--- src/ddsl_map.vh ---
// Frame layout, power-down codes and reset values for the dual DAC serial load control.
`ifndef DDSL_MAP_VH
`define DDSL_MAP_VH
`define DDSL_FRAME_BITS    5'h18
`define DDSL_BIT_LOAD_B    21
`define DDSL_BIT_LOAD_A    20
`define DDSL_BIT_BUF_SEL   18
`define DDSL_PD_HI         17
`define DDSL_PD_LO         16
`define DDSL_DATA_HI       15
`define DDSL_DATA_LO       0
`define DDSL_PD_NORMAL     2'h0
`define DDSL_PD_1K         2'h1
`define DDSL_PD_100K       2'h2
`define DDSL_PD_HIZ        2'h3
`define DDSL_DATA_RESET    16'h0000
`define DDSL_SHIFT_RESET   24'h000000
`define DDSL_SYNC_RESET    2'h0
`endif

--- src/ddsl_core.v ---
// Serial frame receiver, data buffers and DAC registers of the dual DAC load control.
`timescale 1ns/100ps
`default_nettype none
`include "ddsl_map.vh"
module ddsl_core (
    input  wire        i_clk,
    input  wire        i_reset,
    input  wire        i_sync_n,
    input  wire        i_sclk,
    input  wire        i_sdin,
    output wire [15:0] o_dac_a,
    output wire [15:0] o_dac_b,
    output wire [1:0]  o_mode_a,
    output wire [1:0]  o_mode_b,
    output wire        o_update_a,
    output wire        o_update_b,
    output wire        o_frame_done
);
    wire sync_n_s;
    wire sclk_s;
    wire sdin_s;

    // Frame-select idles high, so its synchroniser resets high to avoid a false frame start.
    ddsl_sync #(.RESET_VAL(1'b1)) u_sync_fs (
        .i_clk   (i_clk),
        .i_reset (i_reset),
        .i_async (i_sync_n),
        .o_sync  (sync_n_s)
    );
    ddsl_sync #(.RESET_VAL(1'b0)) u_sync_ck (
        .i_clk   (i_clk),
        .i_reset (i_reset),
        .i_async (i_sclk),
        .o_sync  (sclk_s)
    );
    ddsl_sync #(.RESET_VAL(1'b0)) u_sync_dt (
        .i_clk   (i_clk),
        .i_reset (i_reset),
        .i_async (i_sdin),
        .o_sync  (sdin_s)
    );

    // Receiver state.
    reg        sclk_prev_q;
    reg [23:0] shift_q;
    reg [23:0] shift_d;
    reg [4:0]  count_q;
    reg [4:0]  count_d;
    reg        armed_q;
    reg        armed_d;
    reg        done_q;
    reg        done_d;
    // Data buffers and their power-down codes.
    reg [15:0] buf_a_q;
    reg [15:0] buf_a_d;
    reg [15:0] buf_b_q;
    reg [15:0] buf_b_d;
    reg [1:0]  bpd_a_q;
    reg [1:0]  bpd_a_d;
    reg [1:0]  bpd_b_q;
    reg [1:0]  bpd_b_d;
    // DAC registers, channel modes and load pulses.
    reg [15:0] dac_a_q;
    reg [15:0] dac_a_d;
    reg [15:0] dac_b_q;
    reg [15:0] dac_b_d;
    reg [1:0]  mode_a_q;
    reg [1:0]  mode_a_d;
    reg [1:0]  mode_b_q;
    reg [1:0]  mode_b_d;
    reg        upd_a_q;
    reg        upd_a_d;
    reg        upd_b_q;
    reg        upd_b_d;

    // Clock and data pass the same two-flop delay, so data stays aligned with its edge.
    // The serial clock is only sampled, so each of its phases must last at least two system clocks.
    wire        fall     = sclk_prev_q & ~sclk_s;
    wire        take     = fall & ~sync_n_s & armed_q;
    wire [23:0] frame    = {shift_q[22:0], sdin_s};
    wire        complete = take & (count_q == (`DDSL_FRAME_BITS - 5'h01));
    wire        f_load_b = frame[`DDSL_BIT_LOAD_B];
    wire        f_load_a = frame[`DDSL_BIT_LOAD_A];
    wire        f_sel_b  = frame[`DDSL_BIT_BUF_SEL];
    wire [1:0]  f_pd     = frame[`DDSL_PD_HI:`DDSL_PD_LO];
    wire [15:0] f_data   = frame[`DDSL_DATA_HI:`DDSL_DATA_LO];
    wire        wr_a     = complete & ~f_sel_b;
    wire        wr_b     = complete & f_sel_b;

    // Receiver: restarts whenever frame-select is high and counts taken bits while it is low.
    always @* begin
        shift_d = shift_q;
        count_d = count_q;
        armed_d = armed_q;
        done_d  = 1'h0;
        if (sync_n_s) begin
            // A rise before the 24th edge throws the partial frame away with no side effect.
            shift_d = `DDSL_SHIFT_RESET;
            count_d = 5'h00;
            armed_d = 1'h1;
        end else if (take) begin
            shift_d = frame;
            count_d = count_q + 5'h01;
            if (complete) begin
                // Extra edges after completion are ignored until frame-select goes high again.
                armed_d = 1'h0;
                done_d  = 1'h1;
            end
        end
    end

    // Buffers: the addressed buffer takes data and code only when a frame completes.
    always @* begin
        buf_a_d = buf_a_q;
        buf_b_d = buf_b_q;
        bpd_a_d = bpd_a_q;
        bpd_b_d = bpd_b_q;
        if (wr_a) begin
            buf_a_d = f_data;
            bpd_a_d = f_pd;
        end
        if (wr_b) begin
            buf_b_d = f_data;
            bpd_b_d = f_pd;
        end
    end

    // Channel A: a load reads the buffer as this frame leaves it, so a frame can write and load at once.
    always @* begin
        dac_a_d  = dac_a_q;
        mode_a_d = mode_a_q;
        upd_a_d  = 1'h0;
        if (complete & f_load_a) begin
            mode_a_d = bpd_a_d;
            upd_a_d  = 1'h1;
            // A power-down code keeps the last DAC value; only the mode changes.
            if (bpd_a_d == `DDSL_PD_NORMAL) begin
                dac_a_d = buf_a_d;
            end
        end
    end

    // Channel B: shares the completion strobe with channel A, so a dual load lands in one cycle.
    always @* begin
        dac_b_d  = dac_b_q;
        mode_b_d = mode_b_q;
        upd_b_d  = 1'h0;
        if (complete & f_load_b) begin
            mode_b_d = bpd_b_d;
            upd_b_d  = 1'h1;
            if (bpd_b_d == `DDSL_PD_NORMAL) begin
                dac_b_d = buf_b_d;
            end
        end
    end

    always @(posedge i_clk) begin
        if (i_reset) begin
            sclk_prev_q <= 1'h0;
            shift_q     <= `DDSL_SHIFT_RESET;
            count_q     <= 5'h00;
            armed_q     <= 1'h0;
            done_q      <= 1'h0;
            buf_a_q     <= `DDSL_DATA_RESET;
            buf_b_q     <= `DDSL_DATA_RESET;
            bpd_a_q     <= `DDSL_PD_NORMAL;
            bpd_b_q     <= `DDSL_PD_NORMAL;
            dac_a_q     <= `DDSL_DATA_RESET;
            dac_b_q     <= `DDSL_DATA_RESET;
            mode_a_q    <= `DDSL_PD_NORMAL;
            mode_b_q    <= `DDSL_PD_NORMAL;
            upd_a_q     <= 1'h0;
            upd_b_q     <= 1'h0;
        end else begin
            sclk_prev_q <= sclk_s;
            shift_q     <= shift_d;
            count_q     <= count_d;
            armed_q     <= armed_d;
            done_q      <= done_d;
            buf_a_q     <= buf_a_d;
            buf_b_q     <= buf_b_d;
            bpd_a_q     <= bpd_a_d;
            bpd_b_q     <= bpd_b_d;
            dac_a_q     <= dac_a_d;
            dac_b_q     <= dac_b_d;
            mode_a_q    <= mode_a_d;
            mode_b_q    <= mode_b_d;
            upd_a_q     <= upd_a_d;
            upd_b_q     <= upd_b_d;
        end
    end

    assign o_dac_a      = dac_a_q;
    assign o_dac_b      = dac_b_q;
    assign o_mode_a     = mode_a_q;
    assign o_mode_b     = mode_b_q;
    assign o_update_a   = upd_a_q;
    assign o_update_b   = upd_b_q;
    assign o_frame_done = done_q;
endmodule
`default_nettype wire

--- src/ddsl_sync.v ---
// Two-flop synchroniser for one level from outside the clock domain.
`timescale 1ns/100ps
`default_nettype none
module ddsl_sync #(
    parameter [0:0] RESET_VAL = 1'b0
) (
    input  wire i_clk,
    input  wire i_reset,
    input  wire i_async,
    output wire o_sync
);
    reg meta_q;
    reg sync_q;

    always @(posedge i_clk) begin
        if (i_reset) begin
            meta_q <= RESET_VAL;
            sync_q <= RESET_VAL;
        end else begin
            meta_q <= i_async;
            sync_q <= meta_q;
        end
    end

    assign o_sync = sync_q;
endmodule
`default_nettype wire

--- config.mk ---
export PLATFORM = sky130hd
export DESIGN_NAME = ddsl_core
export DESIGN_NICKNAME = d
export VERILOG_FILES = /design/src/ddsl_core.v /design/src/ddsl_sync.v
export VERILOG_INCLUDE_DIRS = /design/src
export SDC_FILE = /design/constraint.sdc
export NUM_CORES = 1
export LEC_CHECK = 0
export BUFFER_PORTS_ARGS = -buffer_cell sky130_fd_sc_hd__clkbuf_2
export CAP_MARGIN = 20
export CORE_ASPECT_RATIO = 1.5
export CORE_MARGIN = 2
export CORE_UTILIZATION = 40
export CTS_CLUSTER_SIZE = 28
export DETAILED_ROUTE_END_ITERATION = 10
export PLACE_DENSITY = 0.64
export SLEW_MARGIN = 30
export SYNTH_ARGS = -nofsm -noshare
export SYNTH_HDL_FRONTEND = slang
export SYNTH_SLANG_ARGS = --single-unit
--- constraint.sdc ---
create_clock -name i_clk -period 2.25 [get_ports i_clk]
set_input_delay 0 -clock i_clk [delete_from_list [all_inputs] [get_ports i_clk]]
set_output_delay 0 -clock i_clk [all_outputs]
set_load 0.02 [all_outputs]
-- After elaboration in Yosys (flattened, before gate mapping)
Cells that the tools add are included.
- bits of input ports: 5
- output and inout port bits: 39
- logic and storage cells: 54
- bits in registers: 109
- add/subtract/negate cells: 1
- reductions and logical operators: 9
- bitwise logic cells: 12
- mux-type cells: 10
- equality and inequality tests: 1
- operators by type and width (operator ; number):
    16-bit two-way mux ; 2
    1-bit bitwise AND ; 8
    1-bit two-way mux ; 6
    2-bit AND reduction ; 3
    5-bit by 1-bit adder with 5-bit output (second input constant) ; 1
    5-bit == test (second input constant) ; 1
    2-bit logical NOT ; 2
    2-bit two-way mux ; 2
    1-bit NOT ; 4
    2-bit nonzero test ; 2
    3-bit OR reduction ; 1
    2-bit OR reduction ; 1

-- Logic depth before layout (Yosys ltp)
Gate-level depths: netlist of run 1.
- word-level depth: 9
- depth in mapped cells: 7
- gate-level depth less buffers: 4

-- Modules after synthesis
Synthesis of run 1 repeated with hierarchy kept, for this count alone.
- cells, all modules: 519
- area total of the unflattened synthesis: 4827.1 um^2
- modules (own cells, without submodules) (module ; cells an instance ; times used ; sequential area each (um^2) ; area each (um^2)):
    ddsl_core ; 507 ; 1 ; 2062.0 ; 4669.5
    ddsl_sync ; 4 ; 3 ; 40.0 ; 52.6

-- Worst setup path after synthesis of run 1
Ideal clock, no wire load.
- path type: reg2reg
- from: reg count_q[0]
- to: reg dac_b_q[10], in the netlist o_dac_b[10]
- path buffers: 3
- data required time: 2129 ps
- library setup time: 121 ps
- arrival time: 1568 ps
- period minus slack after synthesis: 1690 ps
- setup slack: 560 ps
- cell stages (with the launch flop): 8
- path through: dfxtp_1 ha_1 and4b_1 buf_6 o2111a_1 buf_6 buf_8 mux2_4
- longest elaborated chain between the ends: 6
- elaborated cells between the ends (all ways): 8
- those cells by class: eq/ne (1); mux (2); bitwise (3); reduce/logical (2)
- RTL lines (what ; line ; source):
    start: declaration ; ddsl_core.v:47 ; reg [4:0] count_q;
    start signal: assignment ; ddsl_core.v:177 ; count_q <= count_d;
    5-bit == test * ; ddsl_core.v:81 ; wire complete = take & (count_q == (`DDSL_FRAME_BITS - 5'h01));
    1-bit bitwise AND * ; ddsl_core.v:81 ;
    1-bit bitwise AND ; ddsl_core.v:88 ; wire wr_b = complete & f_sel_b;
    2-bit two-way mux ; ddsl_core.v:122 ; if (wr_b) begin
    2-bit logical NOT (no source line) ; -- ;
    2-bit AND reduction (no source line) ; -- ;
    end signal: assignment ; ddsl_core.v:169 ; dac_b_q <= `DDSL_DATA_RESET;
    end: declaration ; ddsl_core.v:65 ; reg [15:0] dac_b_q;
Mark *: on every way between the ends. The rest lies on a longest branch, timed or not.
A chain may end at the register's enable or synchronous reset.

-- Worst setup path after layout of run 1
- from: reg count_q[0]
- to: reg dac_a_q[2], in the netlist o_dac_a[2]
- longest elaborated chain between the ends: 6
- elaborated cells between the ends (all ways): 8
- those cells by class: eq/ne (1); mux (2); bitwise (3); reduce/logical (2)
- RTL lines (what ; line ; source):
    5-bit == test * ; ddsl_core.v:81 ;
    1-bit bitwise AND * ; ddsl_core.v:81 ;
    1-bit bitwise AND ; ddsl_core.v:87 ; wire wr_a = complete & ~f_sel_b;
    2-bit two-way mux ; ddsl_core.v:118 ; if (wr_a) begin
    2-bit logical NOT (no source line) ; -- ;
    2-bit AND reduction (no source line) ; -- ;
    end signal: assignment ; ddsl_core.v:168 ; dac_a_q <= `DDSL_DATA_RESET;
    end: declaration ; ddsl_core.v:63 ; reg [15:0] dac_a_q;
Marked as above.

==> results of run 1 <==
## registers in the layout, summed over array words and instances, names as in the netlist, 2 cells and up
signal,flops
shift_q,21
buf_a_q,16
buf_b_q,16
o_dac_a,16
o_dac_b,16
count_q,5
bpd_a_q,2
bpd_b_q,2
o_mode_a,2
o_mode_b,2
## final cells by class
cell class / count / area [um^2]
repair buffers: 61 / 430
multi-input cells: 356 / 2410
well taps: 153 / 191
clock inverters: 1 / 8.76
flip-flops and latches: 109 / 2180
inverters: 7 / 26.3
clock buffers: 12 / 256
fillers: 1163 / 6510
## metrics by stage
step	std cells	util, %	power [mW]	instance area [um^2]
floorplan	531	-	2.02	4910
global placement	680	43.1	2.04	5180
detailed placement	680	43.1	2.04	5180
CTS	699	45.9	3.49	5510
global route	699	45.9	3.57	5510
finish	699	45.9	3.46	5510
## worst max-delay path, delay by kind of cell, from the launching register on
family                   cells  cell delay (ns)
AND/OR/NAND/NOR              1             0.38
buffers and inverters        1             0.28
AO/OA/AOI/OAI                1             0.25
adder cells (fa/ha/maj)      1             0.23
multiplexers                 1             0.36
flip-flops                   1             0.37
## routing by layer
| metal | vias to the layer above | global-route usage, % |
|---|---|---|
| li1 | 1907 | - |
| met5 | - | 0 |
| met3 | 10 | 2.82 |
| met1 | 1792 | 21.7 |
| met2 | 69 | 27.5 |
| met4 | 0 | 6.25 |
## Yosys cell counts (6+ instances only)
cell type,number
a21oi_1,66
buf_2,17
clkbuf_1,32
dfxtp_1,109
inv_1,6
mux2_2,16
mux2_4,20
mux2i_1,32
nand2_1,45
nand4_1,42
nor2_1,34
nor2b_1,37
o31ai_1,40
## placed cells by master, fill, tap and decap left out, types with 2 or more instances in the layout
master | Yosys | routed
dfxtp_1 | 109 | 108
a21oi_1 | 66 | 66
nand2_1 | 45 | 45
nand4_1 | 42 | 42
clkbuf_2 | 0 | 42
o31ai_1 | 40 | 40
nor2b_1 | 37 | 37
nor2_1 | 34 | 34
mux2i_1 | 32 | 32
mux2_4 | 20 | 20
mux2_2 | 16 | 16
clkbuf_16 | 0 | 9
buf_4 | 0 | 8
inv_1 | 6 | 6
dlygate4sd3_1 | 0 | 6
buf_12 | 0 | 5
nor3_1 | 4 | 4
or2_2 | 3 | 3
nor3b_1 | 2 | 2
o2111a_1 | 2 | 2
and2_1 | 2 | 2
a31o_2 | 2 | 2
o21ai_0 | 2 | 2
clkbuf_8 | 0 | 2
## repair_timing
action,4_1_cts,5_1_grt
hold endpoints to repair,12,0
hold buffers,6,0
resized for setup,0,0
buffers inserted,0,0
## logic make-up after synthesis
family / Yosys count
xor+xnor: 1
buf+inv: 66
compound gates: 112
simple gates: 174
mux: 68
flops: 109
fa+ha+maj: 1
## worst max path at each step
| stage | start | end | slack, ns |
|---|---|---|---|
| 5_1_grt | count_q[0] | o_dac_a[4] | 0.14 |
| 3_5_place_dp | count_q[0] | o_dac_a[2] | 0.26 |
| 2_1_floorplan | count_q[0] | o_dac_b[10] | 0.56 |
| 6_report | count_q[0] | o_dac_a[2] | 0.26 |
| 4_1_cts | count_q[0] | o_dac_a[2] | 0.25 |
| 3_3_place_gp | count_q[0] | o_dac_a[3] | 0.33 |
## power breakdown
part	internal (mW)	switching (mW)
clock	0.795	0.659
combinational	0.0204	0.0413
sequential	1.94	0.00374
==> metrics.csv, run 1 <==
stage,metric,value,unit
outcome,status,"complete, no violations",
global_routing,grt_pass1_wl,17900,um
critical_path,crit_slowest_cell,and4b_1,
logic_synthesis,synthTopCellsByArea,"dfxtp_1 44%, a21oi_1 6.7%, mux2i_1 6.5%",
routing,antenna_left,0,
logic_synthesis,synth_ff_type,dfxtp_1,
critical_path,path_cells,"ha_1, and4b_1, o2111a_1, buf_4, mux2_2",
sta,final.setup.tns,0,ns
finish,drive_gt1_share,20.3,%
logic_synthesis,synth.cell_area,0.00491,mm^2
routing,wl_met3,405,um
routing,num_vias,3778,
logic_synthesis,avgSynthCellArea,9.25,um^2
routing,wl_per_cell,15.1,um
critical_path,rr_worst_depth,5,
hold_path,worstHoldEndpoint,u_sync_fs.meta_q,
global_routing,first_global_vias,3630,
clock_tree,cts_buffers,9,
floorplan,start_util,40.9,%
logic_synthesis,yosys.area.top_type,dfxtp_1,
sta,slew_violations,0,
sta,max_slew_margin,61.4,%
sta,worstMarginPinSlew,0.579,ns
critical_path,max_stage_delay,0.38,ns
logic_synthesis,yosys.area_share.simple,18.4,%
routing,drt_iter0_drc,314,
pwr,powerDensity,627,mW/mm^2
clock_tree,clkLatencyLatePin,0.35,ns
logic_synthesis,yosys.cell_types.count,31,
logic_synthesis,synth_xor_area_share,0.178,%
sta,skew,0.00664,ns
global_routing,grt_overflow,0,
routing,dr.pass1.iters,4,
critical_path,reg2reg_from,count_q[0],
routing,drc,0,
floorplan,ios,44,
clock_tree,clock_sinks,109,
critical_path,arrival,2.23,ns
placed_design,io_buffers,43,
floorplan,core_area,0.0120,mm^2
logic_synthesis,syn_nets,537,
flow_run,drv_cap,0,
routing,routed.top_layer,met4,
logic_synthesis,synth_compound_area_share,13.9,%
logic_synthesis,synth_edf_count,0,
logic_synthesis,synth_adder_area_share,0.255,%
critical_path,cp-start-kind,flop,
logic_synthesis,yosys_register_bits,109,
clock_tree,clock_path_buffers,2,
sta,hold_viol,0,
clock_tree,htreeDepth,3,
critical_path,crit_path_max_fanout,16,
global_routing,antenna_found_initial,0,
critical_path,crit_type,reg -> reg,
clock_tree,clkTransAtPathRegs,0.06,ns
floorplan,rows,49,
floorplan,dieArea,0.0132,mm^2
sta,layout_min_cycle_time,1.99,ns
sta,rsz0062_at_grt,no,
logic_synthesis,ys_async_sr_fraction,0,%
clock_tree,cts_tree,built,
sta,fmax,0.503,GHz
critical_path,r2r-end,o_dac_a[2],
global_routing,grtUsageTotal,16.7,%
placed_design,pre_cts_ws,0.258,ns
finish,areaGrowthSynthToFinish,12.2,%
sta,post-route-period-util,88.4,%
logic_synthesis,yosysWarnings,0,
logic_synthesis,synth_cells,531,
critical_path,critical_path_required,2.49,ns
pwr,p_leak,1.85,nW
routing,viasPerCell,5.40,
pwr,worst_ir_drop_vdd,0.484,mV
routing,met2WireLength,5180,um
placed_design,hpwl,6590,um
floorplan,die_w,94.5,um
global_routing,grt_max_degree,61,
finish,fin_nets,550,
hold_path,min_from,i_sync_n,
hold_path,hold_depth,3,
sta,holdWs,0.367,ns
hold_path,hold_class,in -> reg,
floorplan,die_h,140,um
routing,met1_length,4830,um
critical_path,end_kind,flop,
logic_synthesis,synthMuxAreaShare,16.3,%
placed_design,gp_congestion,0.776,
logic_synthesis,synth_top_area_share,44.4,%
finish,diodes,0,
logic_synthesis,synth_seq_area_share,44.4,%
sta,setup_ws,0.262,ns
routing,routed_wl,10600,um
sta,setup_viol,0,
logic_synthesis,synth_top_family_by_area,simple AND/OR/NAND/NOR gates,
clock_tree,cts_root_buf,clkbuf_16,
critical_path,r2r_slack,0.26,ns
Power figures use the tool's default switching activity.
==> run 2, diff against run 1 <==
--- a/config.mk
+++ b/config.mk
@@ -13,7 +13,6 @@
 export CORE_UTILIZATION = 40
 export CTS_CLUSTER_SIZE = 28
 export DETAILED_ROUTE_END_ITERATION = 10
-export PLACE_DENSITY = 0.64
 export SLEW_MARGIN = 30
 export SYNTH_ARGS = -nofsm -noshare
 export SYNTH_HDL_FRONTEND = slang
==> constraint.sdc (replaced) <==
create_clock -name i_clk -period 2.1 [get_ports i_clk]
set_input_delay 0 -clock i_clk [delete_from_list [all_inputs] [get_ports i_clk]]
set_output_delay 0 -clock i_clk [all_outputs]
set_load 0.02 [all_outputs]
==> metrics.csv, run 2 (same netlist as run 1, synthesis figures left out) <==
stage,metric,value,unit,change
outcome,status,"complete, no violations",,
routing,drc,0,,unchanged
finish,nFillCells,1216,,+4.6%
floorplan,die_h,140,um,unchanged
clock_tree,clkLatencyLatePin,0.35,ns,about the same
global_routing,grt_max_degree,65,,+6.6%
placed_design,hpwl,6540,um,-0.71%
finish,areaGrowthSynthToFinish,12.8,%,
sta,rsz0062_at_grt,no,,
pwr,worst_ir_drop_vdd,0.393,mV,-19%
routing,routed_wl,11000,um,+4.3%
hold_path,hold_class,in -> reg,,
critical_path,crit_path_max_fanout,29,,+13
clock_tree,clock_path_buffers,2,,unchanged
pwr,intPower,3.07,mW,+12%
pwr,p_comb_share,1.6,%,-0.2 points
pwr,power.total,3.86,mW,+12%
placed_design,io_buffers,43,,unchanged
clock_tree,clkTransAtPathRegs,0.07,ns,about the same
sta,max_slew_margin,62.0,%,+0.57 points
finish,mostFrequentLayoutCells,"108 x dfxtp_1, 66 x a21oi_1, 45 x nand2_1, 42 x nand4_1, 42 x clkbuf_2",,
clock_tree,clock_sinks,109,,unchanged
finish,instances_no_fill,700,,+0.14%
placed_design,pre_cts_ws,0.332,ns,+0.0736 ns
clock_tree,cts.repair.resized,0,,unchanged
pwr,powerDensity,696,mW/mm^2,+11%
finish,largest_reg_flops,21,,unchanged
finish,layout_commonest_cell,dfxtp_1,,
routing,num_vias,3874,,+2.5%
critical_path,critical_path.endpoint,buf_b_q[2],,
pwr,netSwitchingFraction,20.4,%,+0.063 points
floorplan,rows,49,,unchanged
finish,regMostFlops,shift_q,,
sta,post-route-period-util,84.1,%,-4.2 points
placed_design,placed_cells,682,,+0.29%
sta,setup_viol,0,,unchanged
global_routing,grt_pass1_wl,18300,um,+2.3%
placed_design,gp_congestion,0.747,,-3.7%
floorplan,core_area,0.0120,mm^2,unchanged
pwr,p_leak,1.87,nW,+0.74%
routing,viasPerCell,5.53,,+2.4%
floorplan,die_w,94.5,um,unchanged
sta,worstMarginPinSlew,0.570,ns,-0.00859 ns
pwr,switching_power,789,uW,+12%
clock_tree,cts_buffers,9,,unchanged
critical_path,critical_path_required,2.32,ns,-0.17 ns
floorplan,ios,44,,unchanged
finish,final_core_util,46.1,%,+0.27 points
global_routing,grtUsageTotal,17.3,%,+0.59 points
critical_path,crit_type,reg -> reg,,
sta,skew,0.00770,ns,+0.00107 ns
clock_tree,cts_root_buf,clkbuf_16,,
sta,fmax,0.566,GHz,+13%
global_routing,grt_overflow,0,,unchanged
routing,antenna_left,0,,unchanged
finish,diodes,0,,unchanged
sta,setup_ws,0.334,ns,+0.0717 ns
critical_path,reg2reg_from,shift_q[17],,
critical_path,rr_worst_depth,4,,-1
global_routing,antenna_found_initial,0,,unchanged
flow_run,drv_cap,0,,unchanged
sta,layout_min_cycle_time,1.77,ns,-0.222 ns
global_routing,first_global_vias,3612,,-0.50%
sta,hold_viol,0,,unchanged
floorplan,start_util,40.9,%,unchanged
pwr,clkPwrFrac,44.6,%,+2.5 points
critical_path,end_kind,flop,,
hold_path,min_from,i_reset,,
critical_path,cp-start-kind,flop,,
critical_path,arrival,1.99,ns,-0.24 ns
finish,fin_nets,549,,-0.18%
critical_path,cp-startpoint,shift_q[17],,
pwr,seq_power_share,53.8,%,-2.3 points
finish,drive_gt1_share,21.2,%,+0.88 points
critical_path,r2r_slack,0.33,ns,+0.07 ns
floorplan,dieArea,0.0132,mm^2,unchanged
clock_tree,htreeDepth,3,,unchanged
sta,final.setup.tns,0,ns,unchanged
routing,drt_iter0_drc,247,,-21%
critical_path,r2r-end,buf_b_q[2],,
routing,dr.pass1.iters,6,,+2
sta,slew_violations,0,,unchanged
clock_tree,cts_tree,built,,
clock_tree,post_cts_buffers,0,,unchanged
routing,wl_per_cell,15.8,um,+4.2%
==> run 2: repair_timing <==
action,4_1_cts,5_1_grt
hold buffers,3,0
endpoints found under the hold margin,3,0
setup endpoints to repair,0,0
==> run 2: power by group through the flow <==
stage	Clock [mW]	Combinational, mW	Sequential [mW]
2_1_floorplan	0	0.0416	2.12
6_report	1.72	0.0630	2.08
3_3_place_gp	0	0.0587	2.12
5_1_grt	1.85	0.0701	2.08
3_5_place_dp	0	0.0595	2.12
4_1_cts	1.76	0.0640	2.08
==> run 2: critical path: stages, from the launching register on <==
cell and delay (ns):
dfxtp_2 0.54, clkinv_1 0.36, buf_12 0.28, o31ai_1 0.33, a21oi_1 0.12
==> run 2: layout make-up <==
type                            instances  area (um^2)  area share, %
Inverter                                7         26.3          0.474
Clock inverter                          4         47.5          0.858
Timing Repair Buffer                   60          428           7.72
Tap cell                              153          191           3.45
Multi-Input combinational cell        356         2410           43.5
Clock buffer                           11          253           4.56
Sequential cell                       109         2180           39.4
==> run 2: worst min-delay path by stage <==
stage,to,slack [ns],cells past startpoint
6_report,u_sync_ck.meta_q,0.05,2
3_5_place_dp,u_sync_fs.meta_q,0.19,2
3_3_place_gp,u_sync_fs.meta_q,0.19,2
2_1_floorplan,u_sync_fs.meta_q,0.10,1
4_1_cts,u_sync_ck.meta_q,0.05,2
5_1_grt,u_sync_dt.o_sync,0.07,2
==> run 2: stage by stage <==
stage                     cell area (um^2)  hold slack [ns]
after detailed placement              5210            0.188
final                                 5540           0.0498
after global routing                  5540           0.0668
after global placement                5210            0.186
after CTS                             5540           0.0518
after floorplan                       4910            0.104
==> run 2: routing by layer <==
metal | global-route usage, % | part of all wire (%) | vias to the layer above
met5 | 0 | 0 | -
met4 | 7.48 | 1.8 | 0
met3 | 2.17 | 3.2 | 12
met2 | 28.2 | 49 | 81
met1 | 22.8 | 46 | 1878
li1 | - | - | 1903
==> run 3, diff against run 2 <==
==> constraint.sdc (replaced) <==
create_clock -name i_clk -period 1.7 [get_ports i_clk]
set_input_delay 0 -clock i_clk [delete_from_list [all_inputs] [get_ports i_clk]]
set_output_delay 0 -clock i_clk [all_outputs]
set_load 0.02 [all_outputs]
==> metrics.csv, run 3 (same netlist as run 1, synthesis figures left out) <==
stage,metric,value,unit,change
global_routing,antenna_found_initial,0,,unchanged
floorplan,ios,44,,unchanged
sta,skew,0.00874,ns,+0.00104 ns
critical_path,arrival,1.90,ns,-0.09 ns
pwr,p_leak,1.94,nW,+3.7%
clock_tree,cts_root_buf,clkbuf_16,,
finish,layout_commonest_cell,dfxtp_1,,
finish,areaGrowthSynthToFinish,15.6,%,
critical_path,cp-startpoint,count_q[1],,
outcome,status,"complete, no violations",,
finish,largest_reg_flops,21,,unchanged
floorplan,die_h,140,um,unchanged
finish,fin_nets,559,,+1.8%
placed_design,placed_cells,689,,+1.0%
routing,drc,0,,unchanged
placed_design,gp_congestion,0.758,,+1.4%
finish,diodes,0,,unchanged
hold_path,hold_depth,2,,unchanged
floorplan,core_area,0.0120,mm^2,unchanged
floorplan,die_w,94.5,um,unchanged
clock_tree,clock_path_buffers,2,,unchanged
hold_path,min_from,i_reset,,
global_routing,first_global_vias,3638,,+0.72%
flow_run,drv_cap,0,,unchanged
critical_path,cp-start-kind,flop,,
critical_path,reg2reg_from,count_q[1],,
pwr,worst_ir_drop_vdd,0.559,mV,+42%
sta,slew_violations,0,,unchanged
sta,max_slew_margin,68.2,%,+6.2 points
sta,rsz0062_at_grt,yes,,
placed_design,place_area,0.00527,mm^2,+1.0%
critical_path,rr_worst_depth,5,,+1
pwr,powerDensity,845,mW/mm^2,+21%
global_routing,grtUsageTotal,16.7,%,-0.63 points
clock_tree,cts_tree,built,,
routing,dr.pass1.iters,5,,-1
sta,worstMarginPinSlew,0.476,ns,-0.0936 ns
critical_path,end_kind,flop,,
placed_design,io_buffers,43,,unchanged
placed_design,hpwl,6620,um,+1.3%
finish,regMostFlops,shift_q,,
routing,wl_per_cell,15.3,um,-2.7%
sta,hold_viol,0,,unchanged
sta,layout_min_cycle_time,1.66,ns,-0.105 ns
floorplan,start_util,40.9,%,unchanged
routing,antenna_left,0,,unchanged
routing,num_vias,3870,,-0.10%
clock_tree,cts_buffers,9,,unchanged
clock_tree,htreeDepth,3,,unchanged
critical_path,crit_slowest_cell,dfxtp_2,,
routing,routed_wl,10900,um,-1.2%
finish,drive_gt1_share,23.7,%,+2.4 points
pwr,power.total,4.80,mW,+24%
critical_path,crit_path_max_fanout,8,,-72%
placed_design,pre_cts_ws,-0.0153,ns,-0.347 ns
global_routing,grt_overflow,0,,unchanged
critical_path,max_stage_delay,0.36,ns,-0.18 ns
critical_path,path_cells,"ha_4, and4b_1, o2111a_2, buf_12, mux2_2",,
sta,post-route-period-util,97.7,%,+14 points
global_routing,grt_pass1_wl,17800,um,-2.5%
critical_path,crit_type,reg -> reg,,
clock_tree,clkLatencyLatePin,0.35,ns,about the same
clock_tree,clock_sinks,109,,unchanged
global_routing,grt_max_degree,53,,-18%
sta,setup_viol,0,,unchanged
floorplan,dieArea,0.0132,mm^2,unchanged
critical_path,critical_path_required,1.94,ns,-0.38 ns
finish,mostFrequentLayoutCells,"106 x dfxtp_1, 66 x a21oi_1, 45 x nand2_1, 42 x nand4_1, 42 x clkbuf_2",,
sta,fmax,0.602,GHz,+6.3%
floorplan,rows,49,,unchanged
sta,setup_ws,0.0383,ns,-0.295 ns
routing,viasPerCell,5.44,,-1.6%
routing,drt_iter0_drc,273,,+11%
finish,instances_no_fill,711,,+1.6%
finish,fin_area,0.00568,mm^2,+2.5%
clock_tree,clkTransAtPathRegs,0.08,ns,about the same
hold_path,hold_class,in -> reg,,
==> run 3: cell count changes in the layout (fill, tap and decap cells not counted), sizes merged <==
cell,delta
buf,+9
clkbuf,-1
clkinv,-1
inv,+4
==> run 3: where the power goes <==
part	leakage [nW]	internal (mW)	switching [mW]
clock network	0.149	1.17	0.987
registers	0.881	2.56	0.00470
logic	0.906	0.0245	0.0557
==> run 3: timing repair <==
| item | 4_1_cts | 5_1_grt |
|---|---|---|
| buffers inserted | 1 | 1 |
| gates resized for setup | 0 | 12 |
| setup endpoints to repair | 11 | 45 |
| gates cloned | 0 | 1 |
| hold buffers | 3 | 0 |
| pin swaps | 1 | 2 |
| endpoints found under the hold margin | 3 | 0 |
==> run 3: cell type report <==
type | instances | area (um^2)
fill | 1200 | 6340
inverter | 7 | 26.3
clock buffer | 9 | 225
clock inverter | 7 | 80.1
timing repair buffer | 70 | 528
multi-input combinational | 356 | 2440
tap | 153 | 191
sequential | 109 | 2190
==> run 3: path summary, 6_finish.rpt <==
| check | endpoint | slack, ns |
|---|---|---|
| worst max-delay path | o_dac_b[4] | 0.04 |
| worst min-delay path | buf_a_q[12] | 0.12 |
| worst max register to register | o_dac_b[4] | 0.04 |
| worst min register to register | u_sync_fs.o_sync | 0.41 |
==> run 3: per-layer routing <==
metal  up-vias  track usage [%]  share of wire [%]
met1      1836             22.2                 46
met4         0             6.25                1.4
met2        98             26.7                 49
met3        10             3.03                4.2
li1       1926                -                  -
met5         -                0                  0
==> run 3: stage by stage <==
stage | TNS, ns | utilization [%] | hold slack, ns
after floorplan | 0 | - | 0.104
after global placement | 0 | 43.8 | 0.188
after detailed placement | -0.0468 | 43.8 | 0.189
after CTS | 0 | 46.7 | 0.111
after global routing | -0.0748 | 47.3 | 0.128
final | 0 | 47.3 | 0.123
==> run 3: worst max-delay path: cells and delay by family, from the launching register on <==
family / cells / cell delay, ns
mux: 1 / 0.33
compound gates: 1 / 0.30
fa+ha+maj: 1 / 0.15
buf+inv: 1 / 0.16
flops: 1 / 0.36
simple gates: 1 / 0.24
